### src/design/rtc_map.svh
// Overview of operation
// (RULE_01) Count seconds up to year 9999, full calendar
// (RULE_02) Capture bit freezes visible time, clock runs on
// (RULE_03) Clearing capture refreshes all time registers together
// (RULE_04) Update-permit lets host write BCD base time
// (RULE_05) Clearing update-permit loads base time into counters
// (RULE_06) Oscillator-off bit: 0 runs, 1 stops, resets 0
// (RULE_07) Enabled oscillator silent 5 ms sets failed flag
// (RULE_08) Failed flag restores counters to base time
// (RULE_09) Host brackets flag writes with update-permit set/clear
// (RULE_10) Five-bit calibration magnitude, bit 5 gives direction
// (RULE_11) 64-minute cycle, 2N minutes get one adjusted second
// (RULE_12) Frequency test drives interrupt at 512 Hz uncalibrated
// (RULE_13) Alarm match sets alarm flag, optional interrupt
// (RULE_14) Alarm register MSB masks that field out
// (RULE_15) Host keeps seconds alarm mask bit at zero
// (RULE_16) Alarm writes need update-permit, alarms are volatile
// (RULE_17) Reading flags clears alarm and watchdog flags
// (RULE_18) Watchdog counts 32 Hz ticks, stops with oscillator
// (RULE_19) Watchdog reaching zero sets flag, optional interrupt
// (RULE_20) Strobe reloads watchdog from load value
// (RULE_21) Load field written only with write-lock bit clear
// (RULE_22) Zero load value disables the watchdog
// (RULE_23) Each source drives interrupt only when enabled
// (RULE_24) BCD counters cascade with month lengths, leap years
`ifndef RTC_MAP_SVH
`define RTC_MAP_SVH

// ==========================================================
// Register addresses
`define RTC_ADDR_PAGE 11'h7ff
`define RTC_ADDR_FLAGS 15'h7ff0
`define RTC_ADDR_CENT 15'h7ff1
`define RTC_ADDR_ALM_SEC 15'h7ff2
`define RTC_ADDR_ALM_MIN 15'h7ff3
`define RTC_ADDR_ALM_HOUR 15'h7ff4
`define RTC_ADDR_ALM_DATE 15'h7ff5
`define RTC_ADDR_INTR 15'h7ff6
`define RTC_ADDR_WDOG 15'h7ff7
`define RTC_ADDR_CAL 15'h7ff8
`define RTC_ADDR_SEC 15'h7ff9
`define RTC_ADDR_MIN 15'h7ffa
`define RTC_ADDR_HOUR 15'h7ffb
`define RTC_ADDR_WDAY 15'h7ffc
`define RTC_ADDR_DATE 15'h7ffd
`define RTC_ADDR_MONTH 15'h7ffe
`define RTC_ADDR_YEAR 15'h7fff

// ==========================================================
// Field positions
`define RTC_FLG_WDF 7
`define RTC_FLG_AF 6
`define RTC_FLG_OSCILLATOR_FAILED_FLAG 4
`define RTC_FLG_CAL 2
`define RTC_FLG_W 1
`define RTC_FLG_R 0
`define RTC_CAL_OFF 7
`define RTC_CAL_SIGN 5
`define RTC_WD_STROBE 7
`define RTC_WD_LOCK 6
`define RTC_INT_WIE 7
`define RTC_INT_AIE 6
`define RTC_INT_MASK 8'hec
`define RTC_ALM_MASK 7

// ==========================================================
// Reset values
`define RTC_RST_CAL 8'h00
`define RTC_RST_INTR 8'h00
`define RTC_RST_ALARM 8'h00
`define RTC_RST_DATE 8'h01
`define RTC_RST_ZERO 8'h00
`define RTC_RST_CENT 8'h20

// ==========================================================
// Timing
`define RTC_REF_CLK_HZ 100000000
`define RTC_OSC_CHECK_MS 5
`define RTC_XTAL_PER_SEC 16'd32768
`define RTC_CAL_SLOW_ADD 16'd256
`define RTC_CAL_FAST_SUB 16'd128
`define RTC_CAL_LAST_SEC 6'd59
`define RTC_WD_DIV_LAST 10'h3ff
`define RTC_TEST_BIT 5

`endif

### src/design/rtc_pkg.sv
package rtc_pkg;

  typedef struct packed {
    logic [7:0] cent;
    logic [7:0] year;
    logic [7:0] month;
    logic [7:0] wday;
    logic [7:0] date;
    logic [7:0] hour;
    logic [7:0] min;
    logic [7:0] sec;
  } rtc_time_s;

  typedef struct packed {
    logic [14:0] addr;
    logic ce_n;
    logic we_n;
    logic oe_n;
    logic [7:0] wdata;
  } rtc_bus_s;

  typedef enum logic [1:0] {
    RTC_CHK_WAIT = 2'b01,
    RTC_CHK_DONE = 2'b10
  } rtc_chk_e;

  typedef struct packed {
    rtc_time_s live;
    rtc_time_s base;
    rtc_time_s hold;
    logic [7:0] alm_sec;
    logic [7:0] alm_min;
    logic [7:0] alm_hour;
    logic [7:0] alm_date;
    logic [7:0] cal;
    logic [7:0] intr;
    logic [5:0] wd_load;
    logic wd_lock;
    logic [5:0] wd_cnt;
    logic watchdog_flag;
    logic af;
    logic oscillator_failed_flag;
    logic cal_test;
    logic wr_en;
    logic rd_hold;
    logic [15:0] presc;
    logic [9:0] raw;
    logic [5:0] cal_sec;
    logic [5:0] cal_min;
    logic alm_chk;
    rtc_chk_e chk;
    logic [19:0] chk_cnt;
    logic wr_prev;
    logic rd_prev;
    logic [7:0] dq_o;
    logic dq_oe;
    logic osc_en;
    logic int_o;
  } rtc_state_s;

endpackage

### src/design/rtc_bcd_calendar.sv
`timescale 1ns/100ps
`default_nettype none

module rtc_bcd_calendar
  import rtc_pkg::*;
(
  input var rtc_time_s cur,
  output rtc_time_s nxt
);

  // {carry, next value}; wraps from last to first
  function automatic logic [8:0] bcd_step(input logic [7:0] v, input logic [7:0] last,
                                          input logic [7:0] first);
    if (v == last) begin
      bcd_step = {1'b1, first};
    end else if (v[3:0] == 4'h9) begin
      bcd_step = {1'b0, v[7:4] + 4'h1, 4'h0};
    end else begin
      bcd_step = {1'b0, v[7:4], v[3:0] + 4'h1};
    end
  endfunction

  // BCD value modulo 4 is zero: 10t+o mod 4 equals 2t+o mod 4
  function automatic logic div4(input logic [7:0] v);
    logic [1:0] m;
    m = {v[4], 1'b0} + v[1:0];
    div4 = (m == 2'b00);
  endfunction

  logic leap;
  logic [7:0] last_day;
  logic [8:0] s_sec, s_min, s_hour, s_date, s_wday, s_mon, s_year, s_cent;

  always_comb begin
    leap = div4(cur.year) && ((cur.year != 8'h00) || div4(cur.cent)); // RULE_24
    case (cur.month)
      8'h02: last_day = leap ? 8'h29 : 8'h28; // RULE_24
      8'h04, 8'h06, 8'h09, 8'h11: last_day = 8'h30;
      default: last_day = 8'h31;
    endcase
    s_sec = bcd_step(cur.sec, 8'h59, 8'h00); // RULE_01
    s_min = bcd_step(cur.min, 8'h59, 8'h00);
    s_hour = bcd_step(cur.hour, 8'h23, 8'h00);
    s_date = bcd_step(cur.date, last_day, 8'h01);
    s_wday = bcd_step(cur.wday, 8'h07, 8'h01);
    s_mon = bcd_step(cur.month, 8'h12, 8'h01);
    s_year = bcd_step(cur.year, 8'h99, 8'h00);
    s_cent = bcd_step(cur.cent, 8'h99, 8'h00);
    nxt = cur;
    nxt.sec = s_sec[7:0]; // RULE_24
    if (s_sec[8]) begin
      nxt.min = s_min[7:0];
      if (s_min[8]) begin
        nxt.hour = s_hour[7:0];
        if (s_hour[8]) begin
          nxt.wday = s_wday[7:0];
          nxt.date = s_date[7:0];
          if (s_date[8]) begin
            nxt.month = s_mon[7:0];
            if (s_mon[8]) begin
              nxt.year = s_year[7:0];
              if (s_year[8]) begin
                nxt.cent = s_cent[7:0]; // RULE_01
              end
            end
          end
        end
      end
    end
  end

endmodule

`default_nettype wire

### src/design/rtc_core.sv
`timescale 1ns/100ps
`default_nettype none
`include "rtc_map.svh"

module rtc_core
  import rtc_pkg::*;
#(
  parameter int unsigned OSC_CHECK_CYCLES = `RTC_OSC_CHECK_MS * (`RTC_REF_CLK_HZ / 1000)
) (
  input wire logic REF_CLK,
  input wire logic SRST,
  input wire logic CLK_EN,
  input wire logic [14:0] ADDR,
  input wire logic CE_N,
  input wire logic WE_N,
  input wire logic OE_N,
  input wire logic [7:0] DQ_I,
  output logic [7:0] DQ_O,
  output logic DQ_OE,
  input wire logic XTAL_TICK,
  output logic OSC_ENABLE,
  output logic INT_OUT
);

  // ==========================================================
  // Register read mux
  function automatic logic [7:0] read_byte(input rtc_state_s s, input logic [14:0] a);
    case (a)
      `RTC_ADDR_FLAGS: read_byte = {s.watchdog_flag, s.af, 1'b0, s.oscillator_failed_flag, 1'b0, s.cal_test, s.wr_en,
                                    s.rd_hold};
      `RTC_ADDR_CENT: read_byte = s.hold.cent;
      `RTC_ADDR_ALM_SEC: read_byte = s.alm_sec;
      `RTC_ADDR_ALM_MIN: read_byte = s.alm_min;
      `RTC_ADDR_ALM_HOUR: read_byte = s.alm_hour;
      `RTC_ADDR_ALM_DATE: read_byte = s.alm_date;
      `RTC_ADDR_INTR: read_byte = s.intr;
      // Strobe bit always reads back as zero
      `RTC_ADDR_WDOG: read_byte = {1'b0, s.wd_lock, s.wd_load};
      `RTC_ADDR_CAL: read_byte = s.cal;
      `RTC_ADDR_SEC: read_byte = s.hold.sec;
      `RTC_ADDR_MIN: read_byte = s.hold.min;
      `RTC_ADDR_HOUR: read_byte = s.hold.hour;
      `RTC_ADDR_WDAY: read_byte = s.hold.wday;
      `RTC_ADDR_DATE: read_byte = s.hold.date;
      `RTC_ADDR_MONTH: read_byte = s.hold.month;
      `RTC_ADDR_YEAR: read_byte = s.hold.year;
      default: read_byte = 8'h00;
    endcase
  endfunction

  // Alarm field compare with its mask bit
  function automatic logic alm_field(input logic [7:0] alm, input logic [7:0] cur);
    alm_field = alm[`RTC_ALM_MASK] || (alm[6:0] == cur[6:0]);
  endfunction

  // ==========================================================
  // State
  rtc_state_s s_ff;
  rtc_state_s nxt_s;
  rtc_bus_s bus;
  rtc_time_s cal_next;

  logic hit;
  logic rd_act;
  logic wr_act;
  logic rd_start;
  logic wr_start;
  logic xt;
  logic sec_wrap;
  logic wd_tick;
  logic adj_sec;
  logic [15:0] sec_len;
  logic load_base;
  logic alm_hit;
  logic wd_hit;
  logic flag_rd;

  assign bus = '{addr: ADDR, ce_n: CE_N, we_n: WE_N, oe_n: OE_N, wdata: DQ_I};

  rtc_bcd_calendar u_cal (
    .cur(s_ff.live),
    .nxt(cal_next)
  );

  always_comb begin
    nxt_s = s_ff;
    hit = (bus.addr[14:4] == `RTC_ADDR_PAGE) && !bus.ce_n;
    rd_act = hit && bus.we_n;
    wr_act = hit && !bus.we_n;
    rd_start = rd_act && !s_ff.rd_prev;
    wr_start = wr_act && !s_ff.wr_prev;
    flag_rd = rd_start && (bus.addr == `RTC_ADDR_FLAGS);
    // Oscillator edges count only while it is enabled
    xt = XTAL_TICK && !s_ff.cal[`RTC_CAL_OFF]; // RULE_06
    adj_sec = (s_ff.cal_sec == 6'd0) && (s_ff.cal_min < {s_ff.cal[4:0], 1'b0}); // RULE_11
    if (adj_sec && s_ff.cal[`RTC_CAL_SIGN]) begin
      sec_len = `RTC_XTAL_PER_SEC - `RTC_CAL_FAST_SUB; // RULE_10
    end else if (adj_sec) begin
      sec_len = `RTC_XTAL_PER_SEC + `RTC_CAL_SLOW_ADD; // RULE_10
    end else begin
      sec_len = `RTC_XTAL_PER_SEC;
    end
    sec_wrap = xt && (s_ff.presc == sec_len - 16'd1);
    wd_tick = xt && (s_ff.raw == `RTC_WD_DIV_LAST); // RULE_18
    load_base = 1'b0;
    alm_hit = 1'b0;
    wd_hit = 1'b0;

    if (SRST) begin
      nxt_s = '0;
      nxt_s.live = '{cent: `RTC_RST_CENT, year: `RTC_RST_ZERO, month: `RTC_RST_DATE,
                     wday: `RTC_RST_DATE, date: `RTC_RST_DATE, hour: `RTC_RST_ZERO,
                     min: `RTC_RST_ZERO, sec: `RTC_RST_ZERO};
      nxt_s.base = nxt_s.live;
      nxt_s.hold = nxt_s.live;
      nxt_s.alm_sec = `RTC_RST_ALARM;
      nxt_s.alm_min = `RTC_RST_ALARM;
      nxt_s.alm_hour = `RTC_RST_ALARM;
      nxt_s.alm_date = `RTC_RST_ALARM;
      nxt_s.cal = `RTC_RST_CAL; // RULE_06
      nxt_s.intr = `RTC_RST_INTR;
      nxt_s.chk = RTC_CHK_WAIT;
    end else begin
      nxt_s.rd_prev = rd_act;
      nxt_s.wr_prev = wr_act;

      // ========================================================
      // Host writes, one per falling access
      if (wr_start) begin
        case (bus.addr)
          `RTC_ADDR_FLAGS: begin
            nxt_s.rd_hold = bus.wdata[`RTC_FLG_R]; // RULE_02
            nxt_s.wr_en = bus.wdata[`RTC_FLG_W]; // RULE_04
            // Test and fail bits only move inside a permit window
            if (s_ff.wr_en) begin
              nxt_s.cal_test = bus.wdata[`RTC_FLG_CAL]; // RULE_09
              if (!bus.wdata[`RTC_FLG_OSCILLATOR_FAILED_FLAG]) begin
                nxt_s.oscillator_failed_flag = 1'b0; // RULE_09
              end
            end
            if (s_ff.wr_en && !bus.wdata[`RTC_FLG_W]) begin
              load_base = 1'b1; // RULE_05
            end
          end
          `RTC_ADDR_ALM_SEC: begin
            if (s_ff.wr_en) begin
              nxt_s.alm_sec = bus.wdata; // RULE_16
            end
          end
          `RTC_ADDR_ALM_MIN: begin
            if (s_ff.wr_en) begin
              nxt_s.alm_min = bus.wdata; // RULE_16
            end
          end
          `RTC_ADDR_ALM_HOUR: begin
            if (s_ff.wr_en) begin
              nxt_s.alm_hour = bus.wdata; // RULE_16
            end
          end
          `RTC_ADDR_ALM_DATE: begin
            if (s_ff.wr_en) begin
              nxt_s.alm_date = bus.wdata; // RULE_16
            end
          end
          `RTC_ADDR_INTR: nxt_s.intr = bus.wdata & `RTC_INT_MASK;
          `RTC_ADDR_WDOG: begin
            nxt_s.wd_lock = bus.wdata[`RTC_WD_LOCK];
            if (!bus.wdata[`RTC_WD_LOCK]) begin
              nxt_s.wd_load = bus.wdata[5:0]; // RULE_21
            end
          end
          `RTC_ADDR_CAL: nxt_s.cal = {bus.wdata[7], 1'b0, bus.wdata[5:0]}; // RULE_10
          `RTC_ADDR_CENT: begin
            if (s_ff.wr_en) begin
              nxt_s.base.cent = bus.wdata; // RULE_04
            end
          end
          `RTC_ADDR_SEC: begin
            if (s_ff.wr_en) begin
              nxt_s.base.sec = bus.wdata; // RULE_04
            end
          end
          `RTC_ADDR_MIN: begin
            if (s_ff.wr_en) begin
              nxt_s.base.min = bus.wdata; // RULE_04
            end
          end
          `RTC_ADDR_HOUR: begin
            if (s_ff.wr_en) begin
              nxt_s.base.hour = bus.wdata; // RULE_04
            end
          end
          `RTC_ADDR_WDAY: begin
            if (s_ff.wr_en) begin
              nxt_s.base.wday = bus.wdata; // RULE_04
            end
          end
          `RTC_ADDR_DATE: begin
            if (s_ff.wr_en) begin
              nxt_s.base.date = bus.wdata; // RULE_04
            end
          end
          `RTC_ADDR_MONTH: begin
            if (s_ff.wr_en) begin
              nxt_s.base.month = bus.wdata; // RULE_04
            end
          end
          `RTC_ADDR_YEAR: begin
            if (s_ff.wr_en) begin
              nxt_s.base.year = bus.wdata; // RULE_04
            end
          end
          default: ;
        endcase
      end

      // ========================================================
      // Power-on oscillator check
      case (s_ff.chk)
        RTC_CHK_WAIT: begin
          if (s_ff.cal[`RTC_CAL_OFF] || XTAL_TICK) begin
            nxt_s.chk = RTC_CHK_DONE;
          end else if (s_ff.chk_cnt == 20'(OSC_CHECK_CYCLES - 1)) begin
            nxt_s.oscillator_failed_flag = 1'b1; // RULE_07
            load_base = 1'b1; // RULE_08
            nxt_s.chk = RTC_CHK_DONE;
          end else begin
            nxt_s.chk_cnt = s_ff.chk_cnt + 20'd1;
          end
        end
        RTC_CHK_DONE: nxt_s.chk = RTC_CHK_DONE;
        default: nxt_s.chk = RTC_CHK_WAIT;
      endcase

      // ========================================================
      // Timekeeping and calibration
      if (xt) begin
        nxt_s.raw = s_ff.raw + 10'd1;
        nxt_s.presc = sec_wrap ? 16'd0 : s_ff.presc + 16'd1;
      end
      if (sec_wrap) begin
        // Calibration cycle runs on its own so setting time cannot skip it
        if (s_ff.cal_sec == `RTC_CAL_LAST_SEC) begin
          nxt_s.cal_sec = 6'd0;
          nxt_s.cal_min = s_ff.cal_min + 6'd1; // RULE_11
        end else begin
          nxt_s.cal_sec = s_ff.cal_sec + 6'd1;
        end
      end
      if (load_base) begin
        nxt_s.live = nxt_s.base; // RULE_05 RULE_08
        nxt_s.presc = 16'd0;
      end else if (sec_wrap) begin
        nxt_s.live = cal_next; // RULE_01 RULE_24
      end
      nxt_s.alm_chk = sec_wrap && !load_base;

      // Visible copy follows live only while capture is off
      if (!s_ff.rd_hold) begin
        nxt_s.hold = s_ff.live; // RULE_02 RULE_03
      end

      // ========================================================
      // Alarm
      alm_hit = s_ff.alm_chk && alm_field(s_ff.alm_sec, s_ff.live.sec) // RULE_13 RULE_14
                && alm_field(s_ff.alm_min, s_ff.live.min)
                && alm_field(s_ff.alm_hour, s_ff.live.hour)
                && alm_field(s_ff.alm_date, s_ff.live.date);
      // Setting beats a clearing read in the same cycle
      nxt_s.af = (s_ff.af && !flag_rd) || alm_hit; // RULE_13 RULE_17

      // ========================================================
      // Watchdog
      if (wr_start && (bus.addr == `RTC_ADDR_WDOG) && bus.wdata[`RTC_WD_STROBE]) begin
        nxt_s.wd_cnt = nxt_s.wd_load; // RULE_20
      end else if (nxt_s.wd_load == 6'd0) begin
        nxt_s.wd_cnt = 6'd0; // RULE_22
      end else if (wd_tick) begin
        if (s_ff.wd_cnt <= 6'd1) begin
          wd_hit = 1'b1; // RULE_19
          nxt_s.wd_cnt = s_ff.wd_load;
        end else begin
          nxt_s.wd_cnt = s_ff.wd_cnt - 6'd1; // RULE_18
        end
      end
      nxt_s.watchdog_flag = (s_ff.watchdog_flag && !flag_rd) || wd_hit; // RULE_17 RULE_19

      // ========================================================
      // Pins
      nxt_s.dq_o = rd_act ? read_byte(s_ff, bus.addr) : 8'h00;
      nxt_s.dq_oe = rd_act && !bus.oe_n;
      nxt_s.osc_en = !nxt_s.cal[`RTC_CAL_OFF]; // RULE_06
      if (s_ff.cal_test) begin
        nxt_s.int_o = s_ff.raw[`RTC_TEST_BIT]; // RULE_12
      end else begin
        nxt_s.int_o = (s_ff.af && s_ff.intr[`RTC_INT_AIE]) // RULE_23
                      || (s_ff.watchdog_flag && s_ff.intr[`RTC_INT_WIE]); // RULE_23
      end
    end
  end

  always_ff @(posedge REF_CLK) begin
    if (SRST || CLK_EN) begin
      s_ff <= nxt_s;
    end
  end

  assign DQ_O = s_ff.dq_o;
  assign DQ_OE = s_ff.dq_oe;
  assign OSC_ENABLE = s_ff.osc_en;
  assign INT_OUT = s_ff.int_o;

endmodule

`default_nettype wire

### config.mk
export PLATFORM = sky130hd
export DESIGN_NAME = rtc_core
export DESIGN_NICKNAME = d
export VERILOG_FILES = /design/src/design/rtc_pkg.sv /design/src/design/rtc_bcd_calendar.sv /design/src/design/rtc_core.sv
export VERILOG_INCLUDE_DIRS = /design/src /design/src/design
export SDC_FILE = /design/constraint.sdc
export NUM_CORES = 1
export LEC_CHECK = 0
export ABC_AREA = 1
export BUFFER_PORTS_ARGS = -buffer_cell sky130_fd_sc_hd__buf_2
export CAP_MARGIN = 10
export CORE_ASPECT_RATIO = 0.8
export CORE_MARGIN = 2
export CORE_UTILIZATION = 63
export CTS_CLUSTER_DIAMETER = 50
export DETAILED_ROUTE_END_ITERATION = 16
export GPL_TIMING_DRIVEN = 0
export MAX_ROUTING_LAYER = met4
export PLACE_DENSITY = 0.8
export SYNTH_ARGS = -nofsm -noshare
export SYNTH_HDL_FRONTEND = slang
export SYNTH_SLANG_ARGS = --single-unit
### constraint.sdc
create_clock -name REF_CLK -period 6.8 [get_ports REF_CLK]
set_input_delay 0.34 -clock REF_CLK [delete_from_list [all_inputs] [get_ports REF_CLK]]
set_output_delay 0.34 -clock REF_CLK [all_outputs]
set_load 0.05 [all_outputs]
==> run summary, run 1 <==
maximum number of buffers from clock root to sink: 3
number of standard cells after synthesis: 2,010
count of routing violations after the opening detailed-route iteration: 2,528
shortest period the worst path allows: 3.64 ns
setup repair bufs after CTS: 0
critical path data arrival time: 3.83 ns
Initial DRT Pass Iterations: 7
number of global-route vias before repair: 14,400
compound-cell area share of the yosys netlist: 0.101
Worst Hold Path EP: DQ_OE$_SDFFCE_PP0N_
crit path capture type: flip-flop
clock root cell: clkbuf_16
post-synthesis share of cell area spent on xor and xnor gates: 0.0248
cts-stage hold buffer count: 0
number of clock buffers inserted by TritonCTS: 37
Resized Gates After CTS: 0
adder-cell area share of the yosys netlist: 0.0298
most frequent cells in the layout: nand2_1, edfxtp_1, inv_1
highest net fanout along the worst path: 9
count of placed standard cells including taps: 2,424
initial core utilization: 0.639
routability congestion estimate: 1.06
Worst-Skew Late Latency: 0.54 ns
# port buffers: 40
area grow syn2layout: 10.8%
total die area: 0.0300 mm^2
GRT Overall Usage: 0.401
HP Class: input pin to flip-flop
DRC violations left: 0
antenna violations before repair: 3
post-synthesis area per instance: 8.97 um^2
Die Width: 193 um
post-synth design cell area: 0.0180 mm^2
mux cell area share after synthesis: 0
via count: 15,500
most frequent standard cell in the layout excluding fill and tap cells: nand2_1
most common flop cell mapped by yosys: edfxtp_1
post-synthesis share of cell area spent on and, or, nand and nor gates: 0.218
Worst setup SP type: flip-flop
cell depth of the worst flop-to-flop path: 11
worst reg2reg startpoint: s_ff[13]$_SDFFCE_PP0P_
synthesized net count: 2,083
pin count of the biggest net entering global routing: 66
leakage: 8.39 nW
area of the core: 0.0282 mm^2
overall overflow remaining after global route: 0
number of distinct standard cells referenced by the synthesized netlist: 46
Sum Neg Setup Slack: 0 ns
final-stage net count: 2,168
setup repair after global routing missed its margin: false
worst hold start: OE_N
main combinational cell family by area after synthesis: simple AND/OR/NAND/NOR gates
portion of the post-synthesis area used by sequential elements: 0.548
proportion of layout cells with a drive suffix above 1: 0.0891
maximum frequency from static timing analysis: 0.275 GHz
count of flip-flops with a built-in enable after synthesis: 329
Top-Level Pins: 41
count of non-filler cells in the finished layout: 2,495
RR Endpoint: s_ff[297]$_SDFFCE_PP0P_
Worst Path Required: 6.99 ns
classification of the worst setup path: flip-flop to flip-flop
count of synthesis-stage warnings from yosys: 0
R2R Setup Slk: 3.16 ns
placement-stage cell area: 0.0188 mm^2
Final Core Density: 0.708
number of sinks driven by the clock tree: 329
Via-to-Cell Ratio: 6.22
global-route wire length before repair: 85,200 um
power density over the cells: 241 mW/mm^2
cell area after layout: 0.0200 mm^2
clock tree from TritonCTS: done
status: complete, no violations
number of hold violations in the final report: 0
synthesis-stage register bit count: 329
remaining number of nets flagged by the antenna check after routing: 0
die height: 155 um
worst-case vdd ir drop: 0.202 mV
number of pins with negative max-slew slack in the final report: 0
hold-critical path depth: 2
share of flip-flops with an asynchronous set or reset after synthesis: 0
Post-Route WL: 57,400 um
worst clock skew: 0.0191 ns
period utilization: 0.535
final setup violating endpoints: 0
CTS H-Tree Depth: 2
Slew Limit Headroom: 0.225
clock-pin slew on the worst setup and hold paths: 0.06 ns
Std-Cell Rows: 55
actual transition at the worst max-transition pin: 1.15 ns
post-detailed-placement half-perimeter wirelength: 42,200 um
average detailed-routed wire length per instance: 23.0 um
Maximum Capacitance Violations: 0
layer usage:
layer / wire length [um] / GRT usage
met1: 22400 / 0.563
met2: 24100 / 0.562
met3: 8450 / 0.102
met4: 2500 / 0.159
met5: 0 / -
sequential cells by signal (all words and copies together), names as in the netlist:
name	flops
DQ_O	8
INT_OUT	1
DQ_OE	1
OSC_ENABLE	1
s_ff	318
critical path, cell delays in order, from the launching register on:
cell and delay, ns:
edfxtp_1 0.38, ha_1 0.19, nand2_1 0.08, nor2_1 0.16
nand3_1 0.14, nor3_1 0.23, nand4_1 0.34, nand3_2 0.33
nor2_1 0.15, nor2_2 0.50, nand3_1 0.34, nor2_1 0.45
synthesized netlist by cell type (2+ instances only):
library cell / number / area share
buf_2: 12 / 0.0033
nor3_1: 46 / 0.013
ha_1: 43 / 0.030
a31oi_1: 4 / 0.0014
edfxtp_1: 329 / 0.55
o21ai_1: 30 / 0.0083
and2_1: 5 / 0.0017
o21ai_0: 142 / 0.039
nor2_4: 10 / 0.0062
nor4_1: 2 / 0.00069
a21oi_2: 12 / 0.0058
buf_6: 3 / 0.0019
buf_4: 10 / 0.0042
a22o_1: 2 / 0.00097
or2_2: 17 / 0.0059
clkbuf_1: 31 / 0.0065
nand3_2: 4 / 0.0022
xor2_1: 34 / 0.017
nand3_1: 109 / 0.030
nor3b_1: 8 / 0.0033
inv_1: 286 / 0.060
nand2_2: 2 / 0.00069
nor2_2: 5 / 0.0017
buf_1: 6 / 0.0012
nand2_1: 373 / 0.078
a21oi_1: 103 / 0.029
inv_2: 6 / 0.0012
clkinv_1: 2 / 0.00042
xnor2_1: 17 / 0.0083
o211ai_1: 9 / 0.0037
nor2_1: 252 / 0.052
o21a_1: 2 / 0.00083
o22ai_1: 18 / 0.0062
a31o_2: 2 / 0.00097
nand4_1: 57 / 0.020
o31ai_1: 7 / 0.0029
report_power, final:
| group | internal, mW | switching (mW) |
|---|---|---|
| combinational | 0.114 | 0.300 |
| clock | 1.13 | 0.839 |
| sequential | 2.37 | 0.0758 |
| total | 3.61 | 1.21 |
worst max path at each step:
stage,start,end,slack (ns)
after global placement,CLK_EN,s_ff[198]$_SDFFCE_PP0P_,-1.18
after detailed placement,s_ff[13]$_SDFFCE_PP0P_,s_ff[297]$_SDFFCE_PP0P_,3.28
after floorplan,CLK_EN,s_ff[141]$_SDFFCE_PP0P_,1.33
after CTS,s_ff[13]$_SDFFCE_PP0P_,s_ff[297]$_SDFFCE_PP0P_,3.25
after global routing,s_ff[13]$_SDFFCE_PP0P_,s_ff[297]$_SDFFCE_PP0P_,3.05
final,s_ff[13]$_SDFFCE_PP0P_,s_ff[297]$_SDFFCE_PP0P_,3.16
cell families after synthesis:
family                   Yosys count
AND/OR/NAND/NOR                  896
XOR/XNOR                          51
AO/OA/AOI/OAI                    335
buffers and inverters            356
adder cells (fa/ha/maj)           43
flip-flops                       329
through the flow:
stage	hold WS [ns]	total power [mW]	setup WS, ns
floorplan	0.525	2.72	1.33
global placement	0.571	2.86	-1.18
detailed placement	0.580	2.88	3.28
CTS	0.104	4.80	3.25
global route	0.109	4.95	3.05
finish	0.115	4.82	3.16
cell type report:
type	instances	area (um^2)
Antenna cell	3	7.51
Clock inverter	22	211
Sequential cell	329	9880
Multi-Input combinational cell	1325	6770
Inverter	294	1110
Clock buffer	44	952
Fill cell	2153	8230
Buffer	62	308
Timing Repair Buffer	46	289
Tap cell	370	463
Note: power is estimated with default switching activity, not from simulation.
==> inputs of run 2 (changes only) <==
Settings changed: ABC_AREA 1 to 0.
Clock period 6.8 ns to 3.7 ns, I/O delays scaled along.
==> run 2 against run 1 <==
Synthesized cell count down 23%. Clock-buffer cell count is the same. Critical endpoint is now s_ff[303]$_SDFFCE_PP0P_. Sequential share of layout area is 1.1 points higher. Die area down 2.1%. Wire length is 0.59% lower. Utilization up 0.37 points. Largest cell class unchanged. Final cell count decreased by 19%. Worst setup slack got worse by 3.1 ns. Register-to-register slack got worse by 3.1 ns. Via count is 11% lower. Synthesized area shrank 2.2%.
==> run summary, run 2 <==
leakage: 7.45 nW (-11%)
via count: 13,700 (-11%)
CP max stage cell: a21oi_2
number of hold violations in the final report: 0 (unchanged)
cell area after layout: 0.0195 mm^2 (-2.3%)
clock tree from TritonCTS: done
top cells by area in the synthesized netlist: edfxtp_1, nor2_1, ha_1, mux2i_1, xor2_1
power density over the cells: 457 mW/mm^2 (+89%)
count of synthesis-stage warnings from yosys: 0 (unchanged)
buffers plus inverters on the worst setup path: 1 (+1)
Std-Cell Rows: 54 (-1.8%)
actual transition at the worst max-transition pin: 1.36 ns (+0.212 ns)
final-stage net count: 1,699 (-22%)
Post-Route WL: 57,100 um (-0.59%)
area of the core: 0.0274 mm^2 (-2.8%)
total die area: 0.0294 mm^2 (-2.1%)
global-route wire length before repair: 82,500 um (-3.2%)
synthesis-stage register bit count: 329 (unchanged)
Worst-Skew Late Latency: 0.54 ns (about the same)
pin count of the biggest net entering global routing: 69 (+4.5%)
startpoint of the most critical setup path: s_ff[108]$_SDFFCE_PP0N_
portion of the post-synthesis area used by sequential elements: 0.560 (+0.0121)
GRT Overall Usage: 0.404 (+0.00274)
number of standard cells after synthesis: 1,546 (-23%)
Most flops, register: s_ff
count of routing violations after the opening detailed-route iteration: 2,234 (-12%)
period utilization: 0.974 (+0.439)
Via-to-Cell Ratio: 6.82 (+9.6%)
worst clock skew: 0.0209 ns (+0.00179 ns)
Slew Limit Headroom: 0.0916 (-0.133)
most common flop cell mapped by yosys: edfxtp_1
DRC violations left: 0 (unchanged)
number of distinct standard cells referenced by the synthesized netlist: 84 (+83%)
number of logic stages on the critical path including buffering: 6 (-5)
Worst Path Required: 3.86 ns (-3.13 ns)
remaining number of nets flagged by the antenna check after routing: 0 (unchanged)
clock root cell: clkbuf_16
count leader, synth: edfxtp_1
timing endpoint of the critical path: s_ff[303]$_SDFFCE_PP0P_
proportion of netlist area held by the largest area contributor: 0.560 (+0.0121)
area grow syn2layout: 10.7%
worst reg2reg startpoint: s_ff[108]$_SDFFCE_PP0N_
most frequent standard cell in the layout excluding fill and tap cells: edfxtp_1
maximum frequency from static timing analysis: 0.277 GHz (+0.93%)
crit path capture type: flip-flop
highest net fanout along the worst path: 10 (+1)
placement-stage cell area: 0.0184 mm^2 (-2.2%)
Maximum Capacitance Violations: 0 (unchanged)
antenna violations before repair: 0 (-3)
R2R Setup Slk: 0.1 ns (-3.07 ns)
number of flip-flops in the largest register: 318 (unchanged)
status: complete, no violations
RR Endpoint: s_ff[303]$_SDFFCE_PP0P_
count of flip-flops with a built-in enable after synthesis: 329 (unchanged)
die height: 154 um (-1.1%)
Sum Neg Setup Slack: 0 ns (unchanged)
critical path data arrival time: 3.77 ns (-0.06 ns)
Worst setup SP type: flip-flop
post-synthesis area per instance: 11.4 um^2 (+27%)
average detailed-routed wire length per instance: 28.3 um (+23%)
layout filler cell count: 1,968 (-8.6%)
number of global-route vias before repair: 12,600 (-13%)
# port buffers: 35 (-13%)
Die Width: 191 um (-1.1%)
synthesized net count: 1,619 (-22%)
overall overflow remaining after global route: 0 (unchanged)
peak per-stage delay on the critical path: 0.70 ns (+0.20 ns)
Total Power: 8.92 mW (+85%)
initial core utilization: 0.643 (+0.00402)
cell depth of the worst flop-to-flop path: 6 (-5)
post-detailed-placement half-perimeter wirelength: 41,300 um (-2.2%)
cell taking the most area after synthesis: edfxtp_1
setup repair after global routing missed its margin: false
most common library cells after synthesis: edfxtp_1, nor2_1, nand2_1
Worst Setup Slack post-DPL: -0.151 ns (-3.43 ns)
Top-Level Pins: 41 (unchanged)
Initial DRT Pass Iterations: 7 (unchanged)
final worst-path setup slack: 0.0964 ns (-3.07 ns)
number of pins with negative max-slew slack in the final report: 0 (unchanged)
HP Class: input pin to flip-flop
shortest period the worst path allows: 3.60 ns (-0.0334 ns)
clock-pin slew on the worst setup and hold paths: 0.06 ns (about the same)
ordered cell list for the critical path: or3b_2, nand3b_1, o31ai_4, nor2_1, clkbuf_1, a21oi_2
final setup violating endpoints: 0 (unchanged)
CTS H-Tree Depth: 2 (unchanged)
share of flip-flops with an asynchronous set or reset after synthesis: 0 (unchanged)
most frequent cells in the layout: edfxtp_1, nor2_1, nand2_1
Final Core Density: 0.712 (+0.00367)
classification of the worst setup path: flip-flop to flip-flop
post-synth design cell area: 0.0176 mm^2 (-2.2%)
routability congestion estimate: 1.04 (-2.2%)
Top delay family on crit path: simple AND/OR/NAND/NOR gates
worst-case vdd ir drop: 0.428 mV (+110%)
maximum number of buffers from clock root to sink: 3 (unchanged)
proportion of layout cells with a drive suffix above 1: 0.105 (+0.0158)
number of sinks driven by the clock tree: 329 (unchanged)
number of clock buffers inserted by TritonCTS: 36 (-2.7%)
## run 2: worst min-delay path by stage
stage          depth (start not counted)                 endpoint  slack (ns)  startpoint
6_report                               3  s_ff[231]$_SDFFCE_PP0N_        0.10     DQ_I[2]
3_3_place_gp                           2      DQ_OE$_SDFFCE_PP0N_        0.47        OE_N
4_1_cts                                3  s_ff[231]$_SDFFCE_PP0N_        0.08     DQ_I[2]
3_5_place_dp                           2      DQ_OE$_SDFFCE_PP0N_        0.48        OE_N
5_1_grt                                3  s_ff[231]$_SDFFCE_PP0N_        0.11     DQ_I[2]
2_1_floorplan                          1      DQ_OE$_SDFFCE_PP0N_        0.37        OE_N
## run 2: kinds of logic after synthesis
| group | count (synthesis) | synth area share |
|---|---|---|
| multiplexers | 55 | 0.0328 |
| flip-flops | 329 | 0.560 |
| AO/OA/AOI/OAI | 279 | 0.114 |
| XOR/XNOR | 105 | 0.0521 |
| AND/OR/NAND/NOR | 596 | 0.177 |
| buffers and inverters | 139 | 0.0331 |
| adder cells (fa/ha/maj) | 43 | 0.0305 |
## run 2: cell type report
| cell class | count | area [um^2] | area share |
|---|---|---|---|
| Antenna cell | 1 | 2.50 | 0.000128 |
| Buffer | 92 | 408 | 0.0209 |
| Clock buffer | 44 | 952 | 0.0487 |
| Clock inverter | 18 | 149 | 0.00762 |
| Inverter | 47 | 179 | 0.00916 |
| Multi-Input combinational cell | 1078 | 7210 | 0.369 |
| Sequential cell | 329 | 9880 | 0.506 |
| Tap cell | 364 | 455 | 0.0233 |
| Timing Repair Buffer | 42 | 295 | 0.0151 |
## run 2: what timing repair did
item | in CTS | in global routing
buffers inserted | 0 | 0
gates resized for setup | 0 | 2
hold buffers | 3 | 0
endpoints found under the hold margin | 2 | 0
endpoints found under the setup margin | 0 | 10
## run 2: worst register-to-register path, cell delays in order, from the launching register on
cell and delay (ns):
edfxtp_1 0.62, or3b_2 0.56, nand3b_1 0.36, o31ai_4 0.30
nor2_1 0.26, clkbuf_1 0.44, a21oi_2 0.71
## run 2: metal layers
layer  vias to the layer above  track usage  wire length (um)
li1                       5923            -                 -
met1                      6671        0.571             22500
met2                      1000        0.537             23400
met3                       155        0.134              8580
met4                         0        0.164              2580
met5                         -            -                 0
## run 2: where the power goes
part	internal, mW	leakage (nW)	switching [mW]
clock network	1.98	0.542	1.48
registers	4.39	3.45	0.212
logic	0.293	3.46	0.564
## run 2: stage by stage
stage	instances	hold WS, ns
3_3_place_gp	1945	0.466
5_1_grt	2014	0.109
2_1_floorplan	1546	0.370
3_5_place_dp	1949	0.480
4_1_cts	2014	0.0795
6_report	2015	0.101
